## src/rtl/bafc_fifo.sv

```systemverilog
// bafc_fifo: holds no logic; the word buffer module bafc_fifo sits at the
// foot of bafc_fill.sv so that the whole output stage is one design file

```

## src/rtl/bafc_pkg.sv

```systemverilog
// bafc_pkg: shared constants and carrier types for the blit output stage
// assumes a 16-bit destination word path and a single core clock
package bafc_pkg;
  // word geometry
  localparam int unsigned WORD_W        = 16;
  // control word two field positions
  localparam int unsigned CW2_DESC_BIT  = 1;
  localparam int unsigned CW2_SEED_BIT  = 2;
  localparam int unsigned CW2_INCL_BIT  = 3;
  localparam int unsigned CW2_EXCL_BIT  = 4;
  localparam logic [15:0] CW2_RESET     = 16'h0000;
  // transfer size register layout: words per row low 6 bits, rows above
  localparam int unsigned SIZE_W_LSB    = 0;
  localparam int unsigned SIZE_W_BITS   = 6;
  localparam int unsigned SIZE_H_LSB    = 6;
  localparam int unsigned SIZE_H_BITS   = 10;
  // readback bit position of the busy flag
  localparam int unsigned BUSY_BIT_IDX  = 14;
  // fifo depth default
  localparam int unsigned FIFO_DEPTH    = 4;

  // one combined destination word entering the fill stage
  typedef struct packed {
    logic [WORD_W-1:0] data;   // after shift, mask and logic function
    logic              last;   // leftmost word of a row
  } bafc_word_s;

  // fill mode decode
  typedef enum logic [1:0] {
    BAFC_FILL_OFF,
    BAFC_FILL_INCL,
    BAFC_FILL_EXCL
  } bafc_fill_e;
endpackage : bafc_pkg

```

## src/rtl/bafc_fill.sv

```systemverilog
// bafc_fill: area fill output stage and completion reporting of a blit
// engine. receives combined destination words (already shifted, masked
// and passed through the logic function), fills them row by row, and
// reports busy/finished. the small word buffer module sits at the foot
// of this file. assumes the word producer and memory writer live outside
// and use valid/ready; single core clock, asynchronous active-low reset.
`timescale 1ns/1ps
module bafc_fill
  import bafc_pkg::*;
#(
  parameter int unsigned DEPTH = bafc_pkg::FIFO_DEPTH
) (
  // clock and reset
  input  wire logic                    core_clk,
  input  wire logic                    rstn,
  // host register writes
  input  wire logic                    cw2_wr,
  input  wire logic [15:0]             cw2_wdata,
  input  wire logic                    transfer_size_register_wr,
  input  wire logic [15:0]             transfer_size_register_wdata,
  input  wire logic                    finished_clr,
  // status to host
  output logic [15:0]                  dma_control_readback,
  output logic                         transfer_busy_flag,
  output logic                         transfer_finished_interrupt,
  output logic [15:0]                  blit_control_word_two,
  // combined word input from logic-function stage
  input  wire logic                    src_valid,
  output logic                         src_ready,
  input  wire bafc_pkg::bafc_word_s    src_word,
  // filled destination word out to memory writer
  output logic                         dst_valid,
  input  wire logic                    dst_ready,
  output logic [bafc_pkg::WORD_W-1:0]  dst_data
);
  import bafc_pkg::*;

  // field widths of the size register; the word counters span both
  localparam int unsigned SW = bafc_pkg::SIZE_W_BITS;  // words per row
  localparam int unsigned SH = bafc_pkg::SIZE_H_BITS;  // rows

  // engine state
  typedef enum logic [0:0] {
    BAFC_IDLE,
    BAFC_RUN
  } bafc_state_e;

  bafc_state_e      st_q, st_d;     // engine state
  logic [15:0]      cw2_q;          // control word two
  logic [SW+SH:0]   left_q;         // destination words still to come
  logic             fill_q;         // fill state carried between words
  logic             done_q;         // sticky finished flag
  logic             in_row_q;       // a row is under way
  logic [WORD_W-1:0] out_q;         // filled word register
  logic             out_v_q;        // filled word waiting
  // wide enough for the largest size, every row of every column
  logic [SW+SH:0]   owe_q;          // words not yet taken by the writer
  logic             busy;           // transfer in progress

  // mode decode from control word two
  wire desc_mode = cw2_q[CW2_DESC_BIT];
  wire incl_en   = cw2_q[CW2_INCL_BIT];
  wire excl_en   = cw2_q[CW2_EXCL_BIT];
  wire seed      = cw2_q[CW2_SEED_BIT];  // state at each row's right edge
  // fills are only defined walking right to left, so an ascending
  // transfer passes words through unfilled; exclusive beats inclusive
  wire bafc_fill_e mode = !desc_mode ? BAFC_FILL_OFF  :
                          excl_en    ? BAFC_FILL_EXCL :
                          incl_en    ? BAFC_FILL_INCL : BAFC_FILL_OFF;

  // size decode; zero fields mean the full range
  wire [SW-1:0] sz_w = transfer_size_register_wdata[SIZE_W_LSB +: SW];
  wire [SH-1:0] sz_h = transfer_size_register_wdata[SIZE_H_LSB +: SH];
  wire [SW:0]   w_n  = (sz_w == '0) ? (SW+1)'(1 << SW) : {1'b0, sz_w};
  wire [SH:0]   h_n  = (sz_h == '0) ? (SH+1)'(1 << SH) : {1'b0, sz_h};
  wire [SW+SH+1:0] total = (SW+SH+2)'(w_n) * (SW+SH+2)'(h_n);

  // fill one full word from right to left; returns word and carry out.
  // a boundary bit toggles the state; inclusive ors the boundary back in,
  // exclusive uses the state after the toggle so left edges drop out.
  function automatic logic [WORD_W:0] fill_word(
    input logic [WORD_W-1:0] w,
    input logic              cin,
    input bafc_fill_e        m
  );
    logic [WORD_W-1:0] r;
    logic              s;
    r = '0;
    s = cin;
    for (int i = 0; i < WORD_W; i++) begin
      s    = s ^ w[i];
      r[i] = (m == BAFC_FILL_INCL) ? (s | w[i]) : s;
    end
    return {s, r};
  endfunction : fill_word

  // row start loads seed, otherwise carry from the word to the right
  wire              row_cin  = in_row_q ? fill_q : seed;
  wire [WORD_W:0]   filled   = fill_word(src_word.data, row_cin, mode);
  // fill sits last, after all source combination upstream
  wire [WORD_W-1:0] fill_out = (mode == BAFC_FILL_OFF) ? src_word.data
                                                        : filled[WORD_W-1:0];

  // handshake: one output slot, drained by the fifo
  logic fifo_in_ready;                                  // buffer has room
  wire  take     = (st_q == BAFC_RUN) && src_valid && src_ready;
  wire  slot_go  = out_v_q && fifo_in_ready;            // slot moves on
  // words are refused outside a transfer; a stalled writer backs up here
  assign src_ready = (st_q == BAFC_RUN) && (!out_v_q || fifo_in_ready);
  wire  last_word = take && (left_q == (SW+SH+1)'(1));  // leftmost, last row
  // a word leaving the buffer for memory; the final one ends the transfer
  wire  pop_out   = dst_valid && dst_ready;
  wire  fin       = pop_out && (owe_q == (SW+SH+1)'(1));
  // a size write while words still drain would corrupt the count: ignored
  wire  start     = transfer_size_register_wr && !busy;

  // next state
  // run ends at the last take; draining afterwards is counted by owe_q
  always_comb begin
    st_d = st_q;
    case (st_q)
      BAFC_IDLE: if (start) st_d = BAFC_RUN;
      BAFC_RUN:  if (last_word) st_d = BAFC_IDLE;
      default:   st_d = BAFC_IDLE;
    endcase
  end

  // state, counters and control register
  always_ff @(posedge core_clk or negedge rstn) begin
    if (!rstn) begin
      st_q   <= BAFC_IDLE;
      cw2_q  <= CW2_RESET;
      left_q <= '0;
    end else begin
      st_q <= st_d;
      // writes while busy are the host's fault; ignored here, which also
      // keeps the mode steady while queued words still drain
      if (cw2_wr && !busy) cw2_q <= cw2_wdata;
      if (start) left_q <= total[SW+SH:0];
      else if (take) left_q <= left_q - (SW+SH+1)'(1);
    end
  end

  // fill state carried along the row; the seed takes over at each row start
  // last marks the leftmost word, so the word after it opens a new row
  always_ff @(posedge core_clk or negedge rstn) begin
    if (!rstn) begin
      fill_q   <= 1'b0;
      in_row_q <= 1'b0;
    end else if (take) begin
      fill_q   <= filled[WORD_W];
      in_row_q <= !src_word.last;
    end else if (start) begin
      in_row_q <= 1'b0;
    end
  end

  // output word register in front of the fifo
  // one word of slack keeps the fill logic off the fifo's write path
  always_ff @(posedge core_clk or negedge rstn) begin
    if (!rstn) begin
      out_q   <= '0;
      out_v_q <= 1'b0;
    end else begin
      if (take) out_q <= fill_out;
      out_v_q <= take | (out_v_q & !slot_go);
    end
  end

  // words owed to memory; busy lasts until the writer has the final word,
  // so the host may use results as soon as busy reads low. start and a
  // pop never meet, since start needs an empty buffer
  always_ff @(posedge core_clk or negedge rstn) begin
    if (!rstn) begin
      owe_q <= '0;
    end else if (start) begin
      owe_q <= total[SW+SH:0];
    end else if (pop_out) begin
      owe_q <= owe_q - (SW+SH+1)'(1);
    end
  end

  // sticky finished flag: set beats clear, mask lives elsewhere
  always_ff @(posedge core_clk or negedge rstn) begin
    if (!rstn) done_q <= 1'b0;
    else if (fin) done_q <= 1'b1;
    else if (finished_clr) done_q <= 1'b0;
  end

  // busy rises straight off the size write, no wait for memory grant,
  // and covers words still queued for the writer
  assign busy = (owe_q != '0);
  assign transfer_busy_flag = busy;
  assign transfer_finished_interrupt = done_q;
  assign blit_control_word_two = cw2_q;
  // readback shows busy at its bit, other bits zero here
  assign dma_control_readback =
    16'(transfer_busy_flag) << BUSY_BIT_IDX;

  // destination fifo; stall of the writer reaches src_ready
  bafc_fifo #(
    .WIDTH (WORD_W),
    .DEPTH (DEPTH)
  ) u_fifo (
    .core_clk  (core_clk),
    .rstn      (rstn),
    .in_valid  (out_v_q),
    .in_ready  (fifo_in_ready),
    .in_data   (out_q),
    .out_valid (dst_valid),
    .out_ready (dst_ready),
    .out_data  (dst_data)
  );
endmodule : bafc_fill

// bafc_fifo: small flip-flop fifo with valid/ready on both sides.
// a level counter keeps full and empty exact for any depth, at the cost
// of a few more flops than comparing pointers with a wrap bit.
// stored data is not reset, so out_data means nothing while out_valid is
// low. one clock; reset clears only the indices and the level.
// both ready and valid come straight from the level register.
module bafc_fifo #(
  parameter int unsigned WIDTH = 17,
  parameter int unsigned DEPTH = 4
) (
  // clock and reset
  input  wire logic             core_clk,
  input  wire logic             rstn,
  // filling side
  input  wire logic             in_valid,
  output logic                  in_ready,
  input  wire logic [WIDTH-1:0] in_data,
  // draining side
  output logic                  out_valid,
  input  wire logic             out_ready,
  output logic      [WIDTH-1:0] out_data
);
  // index width; a depth of one still needs one bit
  localparam int unsigned AW = (DEPTH > 1) ? $clog2(DEPTH) : 1;

  logic [WIDTH-1:0] mem_q [DEPTH];  // storage
  logic [AW-1:0]    wr_q;           // write index
  logic [AW-1:0]    rd_q;           // read index
  logic [AW:0]      cnt_q;          // fill level

  // transfers on each side
  wire push = in_valid && in_ready;
  wire pop  = out_valid && out_ready;

  // honest flags from the level counter
  assign in_ready  = (cnt_q != (AW+1)'(DEPTH));
  assign out_valid = (cnt_q != '0);
  assign out_data  = mem_q[rd_q];

  // index wrap for non power of two depths
  function automatic logic [AW-1:0] bump(input logic [AW-1:0] p);
    return (p == AW'(DEPTH-1)) ? '0 : p + AW'(1);
  endfunction : bump

  // pointers and level
  always_ff @(posedge core_clk or negedge rstn) begin
    if (!rstn) begin
      wr_q  <= '0;
      rd_q  <= '0;
      cnt_q <= '0;
    end else begin
      if (push) wr_q <= bump(wr_q);
      if (pop)  rd_q <= bump(rd_q);
      cnt_q <= cnt_q + (AW+1)'(push) - (AW+1)'(pop);
    end
  end

  // storage write, no reset needed on data
  always_ff @(posedge core_clk) begin
    if (push) mem_q[wr_q] <= in_data;
  end
endmodule : bafc_fifo

```

## config.mk

```make
export PLATFORM = sky130hd
export DESIGN_NAME = bafc_fill
export DESIGN_NICKNAME = d
export VERILOG_FILES = /design/src/rtl/bafc_fifo.sv /design/src/rtl/bafc_pkg.sv /design/src/rtl/bafc_fill.sv
export SDC_FILE = /design/constraint.sdc
export NUM_CORES = 1
export LEC_CHECK = 0
export BUFFER_PORTS_ARGS = -buffer_cell sky130_fd_sc_hd__buf_4
export CAP_MARGIN = 20
export CORE_MARGIN = 5
export CORE_UTILIZATION = 49
export DETAILED_ROUTE_END_ITERATION = 8
export PLACE_DENSITY = 0.72
export SLEW_MARGIN = 20
export SYNTH_ARGS = -nofsm -noshare
export SYNTH_HDL_FRONTEND = slang
export SYNTH_HIERARCHICAL = 1
export SYNTH_SLANG_ARGS = --single-unit
```

## constraint.sdc

```tcl
create_clock -name core_clk -period 5.35 [get_ports core_clk]
set_input_delay 0.2675 -clock core_clk [delete_from_list [all_inputs] [get_ports core_clk]]
set_output_delay 0.2675 -clock core_clk [all_outputs]
set_load 0.05 [all_outputs]
```

==> results_tabular.tex <==
\begin{tabular}{lr}
\hline
Metric & Value \\
\hline
\multicolumn{2}{l}{\textbf{Global route}} \\
Vias in the first global route & $\sim$6.6k \\
Largest net degree at the start of global routing & 76 \\
Wire length of the first global-routing pass & between 30000 and 40000 µm \\
Global route total overflow & 0 \\
Antenna violations before repair & 0 \\
Tot GR Track Use & 0.188 \\
\multicolumn{2}{l}{\textbf{Clocking}} \\
Root buf cell & sky130\_fd\_sc\_hd\_\_clkbuf\_16 \\
TritonCTS clock tree & done \\
Skew-Pair Late Insertion Delay & between 400 and 500 ps \\
Post-CTS clock slew at the launch and capture registers of the worst setup and hold paths & 60 ps \\
Clock tree buffer depth & 2 \\
Clock Sink Count & approximately 140 \\
Number of clock buffers inserted by TritonCTS & 17 \\
CTS H-tree depth & 4 \\
\multicolumn{2}{l}{\textbf{Routing}} \\
Count of vias placed by the detailed router & around 6.5k \\
Drt first-iter violations & between 300 and 400 \\
Post-detailed-routing wire length & $\sim$20000 µm \\
Routed vias/inst & $\sim$5.5 \\
Remaining DRCs & 0 \\
Pre-Repair DR Iteration Count & 4 \\
Routed wire per std cell & $\sim$17 µm \\
Met3 routed WL & around 1000 µm \\
M1 wire length & 9020 µm \\
Highest metal layer used by the detailed router & met4 \\
Count of antenna-violating nets left after detailed routing & 0 \\
Met2 WL post-DR & just under 10000 µm \\
\multicolumn{2}{l}{\textbf{Synthesis}} \\
Synthesized instance count & 842 \\
Number of enable-type register cells in the synthesized netlist & 64 \\
Combinational family with the most area after synthesis & adder cells \\
Predominant post-synthesis flop cell & sky130\_fd\_sc\_hd\_\_dfrtp\_1 \\
Average cell area after synthesis & roughly 11 µm² \\
Synth Area in Adders & 0.177 \\
Post-Synth XOR/XNOR Area & 0.0385 \\
Post-synthesis sequential element count & about 140 \\
Post-synthesis share of cell area spent on and, or, nand and nor gates & 0.149 \\
Count of different cell masters after synthesis & 62 \\
Synthesized cell area & roughly 9300 µm² \\
Count of warnings emitted by yosys & 6 \\
Asr flop ratio synth & 0.549 \\
Share of synthesized area spent on multiplexers & 0.0672 \\
Share of the synthesized area in compound gates (AO/OA/AOI/OAI) & 0.0864 \\
Sequential fraction of the synthesis area & 0.417 \\
\multicolumn{2}{l}{\textbf{Worst hold path}} \\
Worst min-delay path class & in2reg \\
Start point of the worst min-delay path & finished\_clr \\
Hold path depth & 2 \\
\multicolumn{2}{l}{\textbf{Finish}} \\
Area occupied by registers & 3880 µm² \\
Ratio of cells with drive above 1 in the final layout & 0.257 \\
Final \#Nets & 1101 \\
Antenna diode count & 0 \\
Multi-input gate area & 5070 µm² \\
Final non-filler cell area & between 10000 and 15000 µm² \\
Syn-to-layout area delta & 18.8\% \\
Final standard cell utilization of the core & 0.590 \\
Filler cell count in the final layout & 1473 \\
\multicolumn{2}{l}{\textbf{Floorplan}} \\
Initial Util & 0.497 \\
Count of standard-cell rows & 50 \\
Horizontal extent of the die & roughly 150 µm \\
Floorplan die area & between 20000 and 25000 µm² \\
I/O pin cnt & between 100 and 150 \\
Die Span Y & $\sim$150 µm \\
Std-Cell Core Area & 18700 µm² \\
\multicolumn{2}{l}{\textbf{STA}} \\
Ratio of final minimum period to clock period & 1.10 \\
Total count of max-transition violations in the final report & 0 \\
Max-Slew Margin vs Limit & 0.344 \\
Worst hold-check slack & roughly 50 ps \\
Actual slew at the worst max-slew pin & 976 ps \\
Hold Vio Cnt, Final & 0 \\
Minimum clock period & 5880 ps \\
Worst-case clock skew & 7.30 ps \\
Max Fclk & between 150 and 200 MHz \\
RSZ-0062 raised after global routing & true \\
Setup WS post-layout & -527 ps \\
Setup violation total in the final timing report & 3 \\
Total negative slack for setup checks & -1060 ps \\
\multicolumn{2}{l}{\textbf{Run}} \\
Max Cap Viol & 0 \\
\multicolumn{2}{l}{\textbf{Worst setup path}} \\
Kind of cell adding the most delay to the critical path & adder cells \\
FF-to-FF path depth & 36 \\
CP Data Arrival Time & between 6000 and 7000 ps \\
Timing endpoint of the critical path & out\_q[15] \\
Worst setup path class & reg2reg \\
Endpoint of the most critical register-to-register path & out\_q[15] \\
Setup crit end kind & register \\
Top cell by count, worst path & sky130\_fd\_sc\_hd\_\_ha\_4 \\
R2r startpoint & in\_row\_q \\
Crit path launch type & register \\
Critical path peak fanout & 2 \\
Required time reported for the critical path endpoint & roughly 5700 ps \\
Delay contributed by the slowest stage of the critical path & roughly 390 ps \\
Crit-path slowest cell & sky130\_fd\_sc\_hd\_\_dfrtp\_1 \\
Count of cell instances traversed by the critical path & 36 \\
Buffers and inverters on the worst path & 15 \\
Launching element of the worst setup path & in\_row\_q \\
Internal reg-to-reg setup slack & -530 ps \\
\multicolumn{2}{l}{\textbf{Status}} \\
Violated checks & setup timing \\
Status & finished with violations \\
\multicolumn{2}{l}{\textbf{Power and ir drop}} \\
Worst IR Drop VDD & between 200 and 300 µV \\
P\_leak & 0.00491 µW \\
Power per standard cell area & between 400 and 500 nW/µm² \\
\multicolumn{2}{l}{\textbf{Placement}} \\
Placed instance area & 10200 µm² \\
Detailed-placement wirelength estimate & between 10000 and 15000 µm \\
Number of input and output port buffers inserted & 92 \\
Post-placement setup slack & -883 ps \\
RePlAce Congestion & slightly above 0.8 \\
\hline
\end{tabular}
[synth_stat cells (all sizes together), types with 15 or more instances]
| cell type | instances | area (µm²) |
|---|---|---|
| a21oi | 41 | 205 |
| and2 | 63 | 408 |
| buf | 26 | 188 |
| clkbuf | 20 | 76.3 |
| dfrtp | 78 | 1950 |
| edfxtp | 64 | 1920 |
| fa | 44 | 881 |
| ha | 61 | 763 |
| inv | 90 | 338 |
| mux2 | 21 | 244 |
| mux4 | 16 | 360 |
| nand2 | 69 | 259 |
| nor2 | 41 | 154 |
| nor4 | 15 | 166 |
| o21ai | 41 | 205 |
| xnor2 | 28 | 253 |
[what timing repair did]
action | in CTS | in global routing
endpoints found under the hold margin | 3 | 0
resized for setup | 36 | 3
endpoints found under the setup margin | 4 | 4
pin swaps | 17 | 6
hold buffers | 1 | 0
buffers inserted | 2 | 3
[cells by family after synthesis]
group / Yosys count
buffers and inverters: 136
muxes: 39
DFF: 142
xor gates and xnor gates: 40
AOI/OAI and AO/OA: 134
other: 1
adders and majority gates: 105
and+or+nand+nor: 245
[per-layer routing]
layer,vias to the layer above,global-route usage
met5,-,0
met1,3223,0.265
li1,3084,-
met3,21,0.0365
met4,0,0.0433
met2,157,0.303
[power by group]
| part | switching (µW) | leakage, µW | internal [µW] |
|---|---|---|---|
| Sequential | 338 | 0.00158 | 1480 |
| Combinational | 1290 | 0.00304 | 983 |
| Clock | 528 | 0.000296 | 676 |
[registers in the layout (all words and copies together) (netlist names), 2 cells and up]
name,cells
u_fifo/mem_q,64
left_q,17
u_fifo/rd_q,2
owe_q,17
u_fifo/wr_q,2
u_fifo/cnt_q,3
blit_control_word_two,16
out_q,16
[how the worst min path moves through the flow]
stage,end,slack [ps]
after detailed placement,out_q[2],70
after CTS,transfer_finished_interrupt,30
after global placement,out_q[2],70
final,transfer_finished_interrupt,50
after global routing,transfer_finished_interrupt,40
after floorplan,blit_control_word_two[0],-30
[metrics by stage]
step | power (µW) | cells
after global placement | 3830 | 1149
after CTS | 5280 | 1184
after detailed placement | 3890 | 1149
after floorplan | 3350 | 856
after global routing | 5650 | 1187
final | 5300 | 1187
[layout make-up]
class | count | share of cell area
multi-input cells | 578 | 0.459
flip-flops and latches | 142 | 0.351
repair buffers | 111 | 0.0757
clock buffers | 17 | 0.0385
inverters | 90 | 0.0317
well taps | 234 | 0.0265
clock inverters | 15 | 0.0172
[layout by cell type, fill, tap and decap left out, drive strengths merged, types with 8 or more instances in the layout]
cell type  synthesis  final
a21oi             41     41
a22oi             11     11
and2              63     63
buf               26    110
clkbuf            20     17
conb               1     15
dfrtp             78     78
edfxtp            64     64
fa                44     44
ha                61     61
inv               90     99
mux2              21     21
mux4              16     16
nand2             69     69
nand3              8      8
nor2              41     41
nor3              14     14
nor4              15     15
o21ai             41     41
o31ai              8      8
or4               10     10
xnor2             28     28
xor2              12     12
(Power assumes the default switching activity.)
